<file path="src/inc/hsc_params.svh">
// constants for the hot-swap capability register bank
`ifndef HSC_PARAMS_SVH
`define HSC_PARAMS_SVH
`define HSC_ADDR_W 8
`define HSC_OFF_BRIDGE 8'hE2
`define HSC_OFF_DATA 8'hE3
`define HSC_OFF_CAPID 8'hE4
`define HSC_OFF_LINK 8'hE5
`define HSC_OFF_CTRL 8'hE6
`define HSC_OFF_PSTATE 8'hE8
`define HSC_OFF_IRQ_STAT 8'hE9
`define HSC_OFF_IRQ_MASK 8'hEA
`define HSC_CAP_ID_VAL 8'h06
`define HSC_LINK_VAL 8'h00
`define HSC_DATA_VAL 8'h00
`define HSC_CTRL_RST 8'h00
`define HSC_CTRL_RSVD 8'h35
`define HSC_BRIDGE_RSVD 8'h3F
`define HSC_BIT_INS 7
`define HSC_BIT_EXT 6
`define HSC_BIT_LED 3
`define HSC_BIT_MASK 1
`define HSC_BIT_BCC 7
`define HSC_BIT_B2B3 6
`define HSC_IRQ_INS 0
`define HSC_IRQ_EXT 1
`define HSC_PS_D3HOT 2'h3
`endif

</file>
<file path="src/inc/hsc_pkg.sv">
// types for the hot-swap capability register bank
package hsc_pkg;
    typedef struct packed {
        logic [7:0] addr;
        logic [7:0] wdata;
        logic wr;
        logic rd;
    } hsc_req_t;
    typedef enum logic [2:0] {
        HSC_LED_FORCED = 3'h1,
        HSC_LED_SOFT = 3'h2,
        HSC_LED_IDLE = 3'h4
    } hsc_led_state_t;
endpackage : hsc_pkg

</file>
<file path="src/logic/hsc_regs.sv">
// hot-swap and bridge power support register bank
// Operation
// - bit 7 of bridge power support reads the clock-control strap
// - bit 6 reads strap too; 1 stops secondary clocks in D3hot
// - secondary clock gating derives from the strap and the D3hot power state, registered on the primary clock
// - bits 5..0 of bridge power support read zero
// - power data byte is unimplemented and reads zero
// - hot-swap capability identifier reads fixed 06h
// - hot-swap next-item pointer reads zero
// - insertion flag sets after reset, handle closed, extraction clear
// - extraction flag sets when handle opens and insertion is clear
// - alert output asserts while either status flag is set and the mask bit is clear
// - software writes never set insertion or extraction flags
// - after the reset period the LED bit drives the LED output; here only once the handle has closed after reset
// - after reset LED forced high until handle closes
// - mask bit 1 gates alert output; 1 masks it
// - status flags set regardless of the mask bit
// - reserved control bits 5, 4, 2, 0 read zero
// - control/status byte resets to all zeros
// - power state 11 is D3hot, where secondary clocks may stop
//
// The strobed register port was decided locally.
`timescale 1ns/1ns
`include "hsc_params.svh"
module hsc_regs (
    // clock and reset
    input wire logic core_clk,
    input wire logic rst_b,
    // register port
    input wire logic [7:0] reg_addr,
    input wire logic [7:0] reg_wdata,
    input wire logic reg_wr,
    input wire logic reg_rd,
    output logic [7:0] reg_rdata,
    // board pins
    input wire logic bus_clock_control_strap,
    input wire logic ejector_open,
    output logic swap_alert_output,
    output logic swap_indicator_led,
    // secondary clock gating and interrupt
    output logic sec_clk_run,
    output logic irq
);
    hsc_pkg::hsc_req_t req;
    logic strap_s1_reg, strap_s2_reg, ej_s1_reg, ej_s2_reg, ej_prev_reg;
    logic ins_reg, ins_next, ext_reg, ext_next, led_bit_reg, mask_bit_reg;
    logic armed_reg, armed_next;
    logic [1:0] pstate_reg;
    logic [1:0] irq_stat_reg, irq_stat_next, irq_mask_reg;
    logic [7:0] rdata_next;
    logic alert_reg, led_reg, run_reg, irq_reg;
    hsc_pkg::hsc_led_state_t led_st_reg, led_st_next;

    // bundle the request
    assign req = '{addr: reg_addr, wdata: reg_wdata, wr: reg_wr, rd: reg_rd};

    function automatic logic hit_wr(input hsc_pkg::hsc_req_t r,
                                    input logic [7:0] off);
        hit_wr = r.wr && (r.addr == off);
    endfunction : hit_wr

    // decode
    wire wr_ctrl = hit_wr(req, `HSC_OFF_CTRL);
    wire wr_ps = hit_wr(req, `HSC_OFF_PSTATE);
    wire wr_istat = hit_wr(req, `HSC_OFF_IRQ_STAT);
    wire wr_imask = hit_wr(req, `HSC_OFF_IRQ_MASK);
    wire clr_ins = wr_ctrl && req.wdata[`HSC_BIT_INS];
    wire clr_ext = wr_ctrl && req.wdata[`HSC_BIT_EXT];
    wire handle_closed = !ej_s2_reg;
    wire open_edge = ej_s2_reg && !ej_prev_reg;
    wire set_ins = armed_reg && handle_closed && !ext_reg;
    wire set_ext = open_edge && !ins_reg;
    wire [7:0] bridge_byte = {strap_s2_reg, strap_s2_reg, 6'h00};
    wire [7:0] ctrl_byte = {ins_reg, ext_reg, 2'h0, led_bit_reg, 1'b0,
                            mask_bit_reg, 1'b0};

    // pin synchronisers; strap is a pin too
    always_ff @(posedge core_clk or negedge rst_b) begin
        if (!rst_b) begin
            strap_s1_reg <= 1'b0;
            strap_s2_reg <= 1'b0;
            ej_s1_reg <= 1'b1;
            ej_s2_reg <= 1'b1;
            ej_prev_reg <= 1'b1;
        end else begin
            strap_s1_reg <= bus_clock_control_strap;
            strap_s2_reg <= strap_s1_reg;
            ej_s1_reg <= ejector_open;
            ej_s2_reg <= ej_s1_reg;
            ej_prev_reg <= ej_s2_reg;
        end
    end

    // status flags: hardware set beats software clear
    always_comb begin
        ins_next = (ins_reg && !clr_ins) || set_ins;
        ext_next = (ext_reg && !clr_ext) || set_ext;
        armed_next = armed_reg && !set_ins; // one insertion per reset
        irq_stat_next = irq_stat_reg & ~(wr_istat ? req.wdata[1:0] : 2'h0);
        irq_stat_next[`HSC_IRQ_INS] = irq_stat_next[`HSC_IRQ_INS] || set_ins;
        irq_stat_next[`HSC_IRQ_EXT] = irq_stat_next[`HSC_IRQ_EXT] || set_ext;
    end

    // led ownership after reset
    always_comb begin
        case (led_st_reg)
            hsc_pkg::HSC_LED_FORCED:
                led_st_next = handle_closed ? hsc_pkg::HSC_LED_SOFT
                                            : hsc_pkg::HSC_LED_FORCED;
            hsc_pkg::HSC_LED_SOFT: led_st_next = hsc_pkg::HSC_LED_SOFT;
            default: led_st_next = hsc_pkg::HSC_LED_FORCED;
        endcase
    end

    // read mux; unmapped offsets read zero
    always_comb begin
        rdata_next = 8'h00;
        if (req.rd) begin
            case (req.addr)
                `HSC_OFF_BRIDGE: rdata_next = bridge_byte;
                `HSC_OFF_DATA: rdata_next = `HSC_DATA_VAL;
                `HSC_OFF_CAPID: rdata_next = `HSC_CAP_ID_VAL;
                `HSC_OFF_LINK: rdata_next = `HSC_LINK_VAL;
                `HSC_OFF_CTRL: rdata_next = ctrl_byte;
                `HSC_OFF_PSTATE: rdata_next = {6'h00, pstate_reg};
                `HSC_OFF_IRQ_STAT: rdata_next = {6'h00, irq_stat_reg};
                `HSC_OFF_IRQ_MASK: rdata_next = {6'h00, irq_mask_reg};
                default: rdata_next = 8'h00;
            endcase
        end
    end

    // register state; control byte clears on reset
    always_ff @(posedge core_clk or negedge rst_b) begin
        if (!rst_b) begin
            ins_reg <= 1'b0;
            ext_reg <= 1'b0;
            led_bit_reg <= 1'b0;
            mask_bit_reg <= 1'b0;
            armed_reg <= 1'b1;
            pstate_reg <= 2'h0;
            irq_stat_reg <= 2'h0;
            irq_mask_reg <= 2'h0;
            led_st_reg <= hsc_pkg::HSC_LED_FORCED;
            reg_rdata <= 8'h00;
        end else begin
            ins_reg <= ins_next;
            ext_reg <= ext_next;
            armed_reg <= armed_next;
            irq_stat_reg <= irq_stat_next;
            led_st_reg <= led_st_next;
            reg_rdata <= rdata_next;
            if (wr_ctrl) begin
                led_bit_reg <= req.wdata[`HSC_BIT_LED];
                mask_bit_reg <= req.wdata[`HSC_BIT_MASK];
            end
            if (wr_ps)
                pstate_reg <= req.wdata[1:0];
            if (wr_imask)
                irq_mask_reg <= req.wdata[1:0];
        end
    end

    // registered outputs, one cycle behind the state
    always_ff @(posedge core_clk or negedge rst_b) begin
        if (!rst_b) begin
            alert_reg <= 1'b0;
            led_reg <= 1'b1;
            run_reg <= 1'b1;
            irq_reg <= 1'b0;
        end else begin
            alert_reg <= (ins_reg || ext_reg) && !mask_bit_reg;
            led_reg <= (led_st_reg == hsc_pkg::HSC_LED_SOFT)
                       ? led_bit_reg : 1'b1;
            // gate only; the clocks themselves come from core_clk
            run_reg <= !(strap_s2_reg
                         && pstate_reg == `HSC_PS_D3HOT);
            irq_reg <= |(irq_stat_reg & ~irq_mask_reg); // 1 in mask blocks
        end
    end

    assign swap_alert_output = alert_reg;
    assign swap_indicator_led = led_reg;
    assign sec_clk_run = run_reg;
    assign irq = irq_reg;
endmodule : hsc_regs
</file>
<file path="config.mk">
export PLATFORM = sky130hd
export DESIGN_NAME = hsc_regs
export DESIGN_NICKNAME = d
export VERILOG_FILES = /design/src/inc/hsc_pkg.sv /design/src/logic/hsc_regs.sv
export VERILOG_INCLUDE_DIRS = /design/src /design/src/inc
export SDC_FILE = /design/constraint.sdc
export NUM_CORES = 1
export LEC_CHECK = 0
export BUFFER_PORTS_ARGS = -buffer_cell sky130_fd_sc_hd__buf_2
export CAP_MARGIN = 30
export CORE_UTILIZATION = 40
export DETAILED_ROUTE_END_ITERATION = 16
export PLACE_DENSITY = 0.72
export SYNTH_ARGS = -nofsm -noshare
export SYNTH_HDL_FRONTEND = slang
export SYNTH_SLANG_ARGS = --single-unit
</file>
<file path="constraint.sdc">
create_clock -name core_clk -period 1.4 [get_ports core_clk]
set_input_delay 0.07 -clock core_clk [delete_from_list [all_inputs] [get_ports core_clk]]
set_output_delay 0.07 -clock core_clk [all_outputs]
set_load 0.02 [all_outputs]
</file>
==> reports/summary.md, run 1 <==
Dividing the detail-routed via count by the number of cells gives 5.231. The count of cells in the finished layout, fillers not included, comes to 169. The tools report the final cell area excluding filler cells as 1494 um^2.

TritonCTS built the clock tree. The number of vias in the routed layout is 884. After synthesis, flip-flops and latches occupy 58.15% of the total area. The floorplan step defined a die boundary enclosing 3275 um^2. The power density of the placed cells came out at 1112 nW/um^2. The share of total power dissipated in sequential elements is 54.8%. Across every metal layer, demand over resource in global routing totals 15.55%. Row generation in the floorplan step produced 19 rows. In this run the critical register-to-register path is captured at led_st_reg[0].

The average instance in the mapped netlist occupies 11.96 um^2. The deepest clock path buffer count is 2. The run gives 0 as the number of antenna violations at the first check in global routing.

Counting the fill cells in the layout gives 248. The tools report the capturing element type of the critical path as a register. For this block, the routed nets add up to 2.227 mm of wire. The tools report the met2 capacity usage during global routing as 27.73%. The count of buffers added on input and output ports is 28. After clock tree synthesis, the setup repair step added 0 buffers.

Counting instances in the post-synthesis netlist gives the leading cell types as dfrtp_1, dfstp_2, nor2_1. The area growth from synthesis to layout was 22.46%; the area of the core was 2829 um^2. The tools report the clock network latency to the later pin of the worst-skew pair as 320 ps. The count of max-cap constraint violations was 0; the post-synthesis instance total was 102.

The tools report the internal power consumption as 1270 uW. The total clock buffers created by CTS was 3; the top achievable clock speed was 884.9 MHz. The flip-flop count of the largest register after layout was 6. Global routing finished with a remaining overflow of 0.

Detailed placement ended at an HPWL of 1.665 mm. In this run, synthesis produced a sequential element count of 28. Combinational logic burns 14.1% of the power. The tools report the via count of the first global-routing pass as 882.

Routability-driven placement finished with a final weighted congestion of 0.8027. The first routing iteration left 19 violations. Type of origin of the critical path: a register.

The die span in x was 57.23 um. For met1 alone, demand over resource in global routing was 17.85%. For the worst flop-to-flop path, the logic depth is 3. The die is 57.23 um tall.

In this run the worst path has a maximum fanout of 3. The post-synthesis cell type with the largest combined area is dfrtp_1. After detailed routing, the average wire length per cell comes to 13.18 um.

The final critical-path share of the clock period is 80.72%, and the post-synthesis async set-or-reset flop share is 100.0%. In the post-synthesis netlist, the cell with the most instances is dfrtp_1. IR analysis of the VDD net gives a maximum drop of 0.0004568 V.

The tools report the worst setup path startpoint as led_st_reg[0]. Clock-pin slew was measured on the worst setup and hold paths at 150 ps. Fraction of met3 tracks used by global routing: 2.721%. The logs give 0 for the antenna diode instance count and 43.12% for the initial core utilization. In this run the cell area of the synthesized design comes to 1220 um^2. For this run, the share of the core covered by cells in the final layout is 52.81%.

The number of setup violations in the final report is 0, and the net switching fraction of the power is 23.53%. For this run, design rule violations remaining after detail routing come to 4. The cell at the root of the clock tree was clkbuf_4.

For the pin with the worst max-slew slack, the measured transition is 588.2 ps. The smallest clock period supported by the final layout is computed as 1130 ps. The area of placed instances was 1401 um^2; the fraction of final layout cells sized beyond drive strength 1 was 34.78%. The count of H-tree levels built during CTS was 1; the arrival time at the worst endpoint was 1360 ps. For flop-to-flop paths, the worst setup slack is 270 ps. The clock network is responsible for 31.1% of the overall power. Summed over all failing endpoints, the final setup total negative slack is 0 ps. For this run, the post-layout net count is 163. Most heavily used metal layer in global routing: met2. The total count of max-transition violations in the final report came out at 0. The first detailed-routing pass ran for 10 iterations. Ranked by total cell area, the synthesized netlist is headed by dfrtp_1, dfstp_2, mux2_1, nand2b_1, mux2_2. The logs give 0 for the number of warnings printed during yosys synthesis and 60.79% for the worst slew margin relative to its limit. The run finished, with violations left. reg_rdata holds more flip-flops than any other register. Dominant register cell in the synthesized netlist: dfrtp_1. The number of failing hold endpoints at the final stage is 0, and the number of primary I/O pins is 34. The capture point of the critical path is led_st_reg[0]. CTS saw 28 sinks. The first global-routing pass estimated 3.857 mm of wire.

The worst reg2reg path startpoint was led_st_reg[0]. The number of flops mapped to enable cells by yosys was 0; the data required time of the worst path was 1630 ps. Setup repair after global routing left no endpoint under its margin.

The critical path is of the reg -> reg type. The min-delay analysis places its worst path in the category in -> reg. The clock arrives with 10.07 ps of skew.

The checks that failed: design-rule violations. The proportion of netlist area held by the largest area contributor is 43.08%. The logs give 29 for the pin count of the biggest net entering global routing and 390.9 uW for the net load switching power. In this run the remaining antenna-violating nets after routing total 0.

Summed over all cells, the static leakage comes to 0.0007256 uW. The cell count after placement was 161; the distinct cell type count of the synthesized netlist was 36.
critical path: stages, from the launching register on:
cell and delay, ps:
dfstp_2 560, inv_1 40, ha_1 210, o21ai_0 230
how the worst min path moves through the flow:
stage	depth (start not counted)	endpoint	from
3_5_place_dp	1	reg_rdata[0]	rst_b
3_3_place_gp	1	reg_rdata[0]	rst_b
4_1_cts	2	reg_rdata[2]	reg_addr[1]
5_1_grt	2	reg_rdata[2]	reg_addr[1]
6_report	2	reg_rdata[2]	reg_addr[1]
2_1_floorplan	0	ext_reg	rst_b
kinds of logic after synthesis:
family / after synthesis / share of synthesized area (%)
AO/OA/AOI/OAI: 15 / 8.001
adder cells (fa/ha/maj): 2 / 2.051
buffers and inverters: 10 / 3.794
flip-flops: 28 / 58.15
multiplexers: 7 / 6.461
other: 1 / 0.3074
AND/OR/NAND/NOR: 39 / 21.23
power by group through the flow:
| stage | Combinational [uW] | Clock (uW) | Sequential (uW) |
|---|---|---|---|
| 3_3_place_gp | 214 | 0 | 920 |
| 4_1_cts | 239 | 530 | 912 |
| 2_1_floorplan | 131 | 0 | 929 |
| 6_report | 235 | 516 | 911 |
| 5_1_grt | 277 | 555 | 919 |
| 3_5_place_dp | 228 | 0 | 928 |
area by class of cell:
type,instances,area [um^2],share of cell area (%)
Inverter,6,22.52,1.508
Clock inverter,1,30.03,2.010
Clock buffer,3,22.52,1.508
Tap cell,31,38.79,2.596
Sequential cell,28,709.4,47.49
Timing Repair Buffer,35,202.7,13.57
Multi-Input combinational cell,65,467.9,31.32
layer usage:
layer	wire [um]	up-vias
li1	-	425
met1	905	433
met2	1171	24
met3	116	2
met4	34	0
met5	0	-
metrics by stage:
stage               hold slack, ps  worst slack (ps)  power, uW
finish                       5.083             269.9       1661
CTS                          7.270             244.3       1681
detailed placement           109.3             30.29       1155
floorplan                   -225.6             190.9       1061
global route                 4.485             203.3       1751
global placement             99.00             84.60       1134
timing repair:
| action | CTS | global route |
|---|---|---|
| gates resized for setup | 0 | 0 |
| hold buffers | 4 | 0 |
| endpoints found under the hold margin | 24 | 0 |
cell usage in the layout (no fill, tap or decap), types with 3 or more instances in the layout:
| cell type | count |
|---|---|
| a21oi_1 | 5 |
| buf_2 | 28 |
| buf_4 | 3 |
| clkbuf_4 | 3 |
| dfrtp_1 | 21 |
| dfstp_2 | 7 |
| dlygate4sd3_1 | 4 |
| inv_1 | 6 |
| mux2_1 | 4 |
| mux2_2 | 3 |
| nand2_1 | 4 |
| nand2b_1 | 6 |
| nand4_1 | 4 |
| nor2_1 | 7 |
| nor2b_1 | 3 |
| nor3_1 | 3 |
No activity file was read; power rests on OpenSTA's default activity.
==> run 2: changes to the inputs <==
--- a/config.mk
+++ b/config.mk
@@ -10,7 +10,7 @@
 export CAP_MARGIN = 30
 export CORE_UTILIZATION = 40
 export DETAILED_ROUTE_END_ITERATION = 16
-export PLACE_DENSITY = 0.72
+export PLACE_DENSITY = 0.74
 export SYNTH_ARGS = -nofsm -noshare
 export SYNTH_HDL_FRONTEND = slang
 export SYNTH_SLANG_ARGS = --single-unit
==> constraint.sdc (replaced) <==
create_clock -name core_clk -period 0.95 [get_ports core_clk]
set_input_delay 0.0475 -clock core_clk [delete_from_list [all_inputs] [get_ports core_clk]]
set_output_delay 0.0475 -clock core_clk [all_outputs]
set_load 0.02 [all_outputs]
==> reports/summary.md, run 2 (synthesized netlist as in run 1, its figures left out) <==
The net switching fraction of the power came out at 25.67% (was 23.53%). The type of origin of the critical path is a register (unchanged). The number of DRC violations after detailed-routing iteration 0 is 37 (was 19). The final worst setup slack is -108.7 ps (was 269.9 ps), and the die area is 3275 um^2 (unchanged).

The half-perimeter wire length after placement is 2.122 mm (was 1.665 mm). The run gives 18 (was 29) as the pin count of the biggest net entering global routing. The tools report the total count of max-transition violations in the final report as 0 (unchanged). The run gives 34 (unchanged) as the number of primary I/O pins.

The capturing element type of the critical path is a primary output (was a register). The power density of the placed cells came out at 1487 nW/um^2 (was 1112 nW/um^2). For the post-placement setup slack, the log shows -275.2 ps (was 30.29 ps). The sum of buffers and inverters on the critical path came out at 1 (unchanged). The clock-pin slew on the worst setup and hold paths is 150 ps (about the same).

Total clock buffers created by CTS: 3 (unchanged). The worst path needs 1059 ps of the cycle, external delays included. Setup repair after global routing could not meet its margin everywhere.

The logs give 0.0005739 V (was 0.0004568 V) for the maximum vdd ir drop and 944.5 MHz for the top achievable clock speed. The area growth from synthesis to layout is 50.05% (was 22.46%), and the total negative setup slack is -445.6 ps (was 0 ps). The weighted congestion reported at the end of routability-driven placement came out at 0.8975 (was 0.8027). Arrival time at the worst endpoint: 1010 ps (was 1360 ps).

The number of port buffers came out at 28 (unchanged). The final standard cell utilization of the core came out at 64.71% (was 52.81%). The area of the core is 2829 um^2 (unchanged), and the number of failing hold endpoints at the final stage is 0 (unchanged). The slowest stage cell on the critical path was dfstp_2 (unchanged). For the net load switching power, the log shows 698.8 uW (was 390.9 uW). The wire length per cell after detailed routing came out at 14.54 um (was 13.18 um). Delay contributed by the slowest stage of the critical path: 570 ps (was 560 ps). Top library cells by usage in the layout, fill and taps aside: dfrtp_1, buf_4, buf_2, buf_6, dlygate4sd3_1 (was buf_2, dfrtp_1, nor2_1, dfstp_2). The vertical die dimension is 57.23 um (unchanged), and the number of sinks driven by the clock tree is 28 (unchanged).

The category of the most critical setup path was reg -> out (was reg -> reg). Cell chain of the critical path: buf_6 (was inv_1 > ha_1 > o21ai_0). The flow ran to the end, but the final reports show violations.

For the initial core utilization, the log shows 43.12% (unchanged). The leakage power figure is 0.0008619 uW (was 0.0007256 uW), and the die span in x is 57.23 um (unchanged). The via count of the first global-routing pass was 1062 (was 882); the internal power consumption was 2024 uW (was 1270 uW).

The deepest clock path buffer count is 2 (unchanged). The run gives 1012 (was 884) as the number of vias in the routed layout. Cell row count: 19 (unchanged). The antenna diode instance count is 0 (unchanged). The count of H-tree levels built during CTS was 1 (unchanged).

The register with the most flip-flops was reg_rdata (unchanged). The fraction of power consumed by combinational cells was 20.6% (was 14.1%). The post-route clock skew is 9.406 ps (was 10.07 ps). TritonCTS built the clock tree.

The tools report the clock network latency to the later pin of the worst-skew pair as 330 ps (was 320 ps). The fraction of final layout cells sized beyond drive strength 1 came out at 50.00% (was 34.78%). The number of antenna violations at the first check in global routing is 0 (unchanged), and the number of search-and-repair iterations in the first detailed-routing pass is 12 (was 10). The worst min-delay path category is in -> reg (unchanged).

The run gives 187 (was 163) as the net count of the finished layout. Failing checks: design-rule violations, negative setup slack (was design-rule violations). The tools report the number of setup violations in the final report as 9 (was 0). Worst setup path startpoint: swap_indicator_led (was led_st_reg[0]).

Average vias per placed instance: 5.244 (was 5.231). Total wirelength of the detailed-routed design: 2.807 mm (was 2.227 mm). The total global-route track usage was 19.29% (was 15.55%). The final critical path takes up 111.4% of the cycle. The logs give 0 (unchanged) for the leftover overflow at the end of global routing and 900 ps (was 1630 ps) for the data required time of the worst path. The tools report the count of max-cap constraint violations as 0 (unchanged). For the wire length of the first global-routing pass, the log shows 4.685 mm (was 3.857 mm). The origin of the worst min-delay path was reg_addr[1] (unchanged). The kind of cell adding the most delay to the critical path was flip-flops (unchanged). The peak fanout along the critical path is 1 (was 3).

Sequential cell fraction of total power: 50.8% (was 54.8%). The worst reg2reg path startpoint was led_st_reg[0] (unchanged). The flip-flop count of the largest register after layout is 6 (unchanged).

The cell at the root of the clock tree was clkbuf_4 (unchanged). The part of the power in the clock network is 28.6% (was 31.1%), and the fill cell total of the finished layout is 216 (was 248). Count of unresolved DRC violations after routing: 3 (was 4).

For the number of nets still failing antenna checks after routing, the log shows 0 (unchanged).
## run 2: cell count changes in the layout (fill, tap and decap cells not counted), moves of 2 or more
cell,before,now
buf_4,3,21
buf_6,0,9
buf_2,28,20
dlygate4sd3_1,4,8
mux2_4,0,3
ha_1,2,0
ha_4,0,2
inv_1,6,4
inv_2,0,2
mux2_1,4,2
## run 2: final cells by class
class | instances | area (um^2) | share of cell area [%]
repair buffers | 59 | 459.2 | 25.09
clock buffers | 3 | 22.52 | 1.230
flip-flops and latches | 28 | 709.4 | 38.76
multi-input cells | 65 | 548.0 | 29.94
well taps | 31 | 38.79 | 2.119
clock inverters | 1 | 30.03 | 1.640
inverters | 6 | 22.52 | 1.230
## run 2: through the flow
stage	hold WS (ps)	instance area [um^2]	cells	power, uW
CTS	1.764	1763	190	2719
global route	19.66	1831	193	2846
detailed placement	-52.89	1578	179	1818
global placement	-63.38	1578	179	1780
floorplan	-248.1	1254	103	1627
finish	29.24	1831	193	2723
## run 2: final timing paths
check	end	slack, ps	cells after the start
max reg2reg	led_st_reg[1]	-100	4
max	swap_indicator_led	-110	1
max in group asynchronous	ej_prev_reg	380	3
min in group asynchronous	irq	110	2
min	reg_rdata[2]	30	3
min reg2reg	ej_s2_reg	370	0
## run 2: repair_timing
action,CTS,global route
hold buffers,7,1
hold endpoints to repair,32,1
setup buffers,0,2
resized for setup,17,12
endpoints found under the setup margin,11,19
pin swaps,6,0
## run 2: power groups by stage
stage	clock network (uW)	logic (uW)	registers (uW)
global placement	0	411	1370
detailed placement	0	434	1380
CTS	791	546	1380
global route	847	608	1390
finish	780	560	1380
floorplan	0	244	1380
## run 2: worst reg2reg max path, cell delays in order, from the launching register on
cell,delay (ps)
dfstp_2,610
inv_2,50
ha_4,160
a21oi_2,100
nor2_1,50
## run 2: metal layers
metal  track usage (%)  wire length, um  up-vias
li1                  -                -      472
met1             22.62             1141      491
met5                 0                0        -
met4             12.89              105        0
met3             1.361              118        9
met2             33.95             1442       40
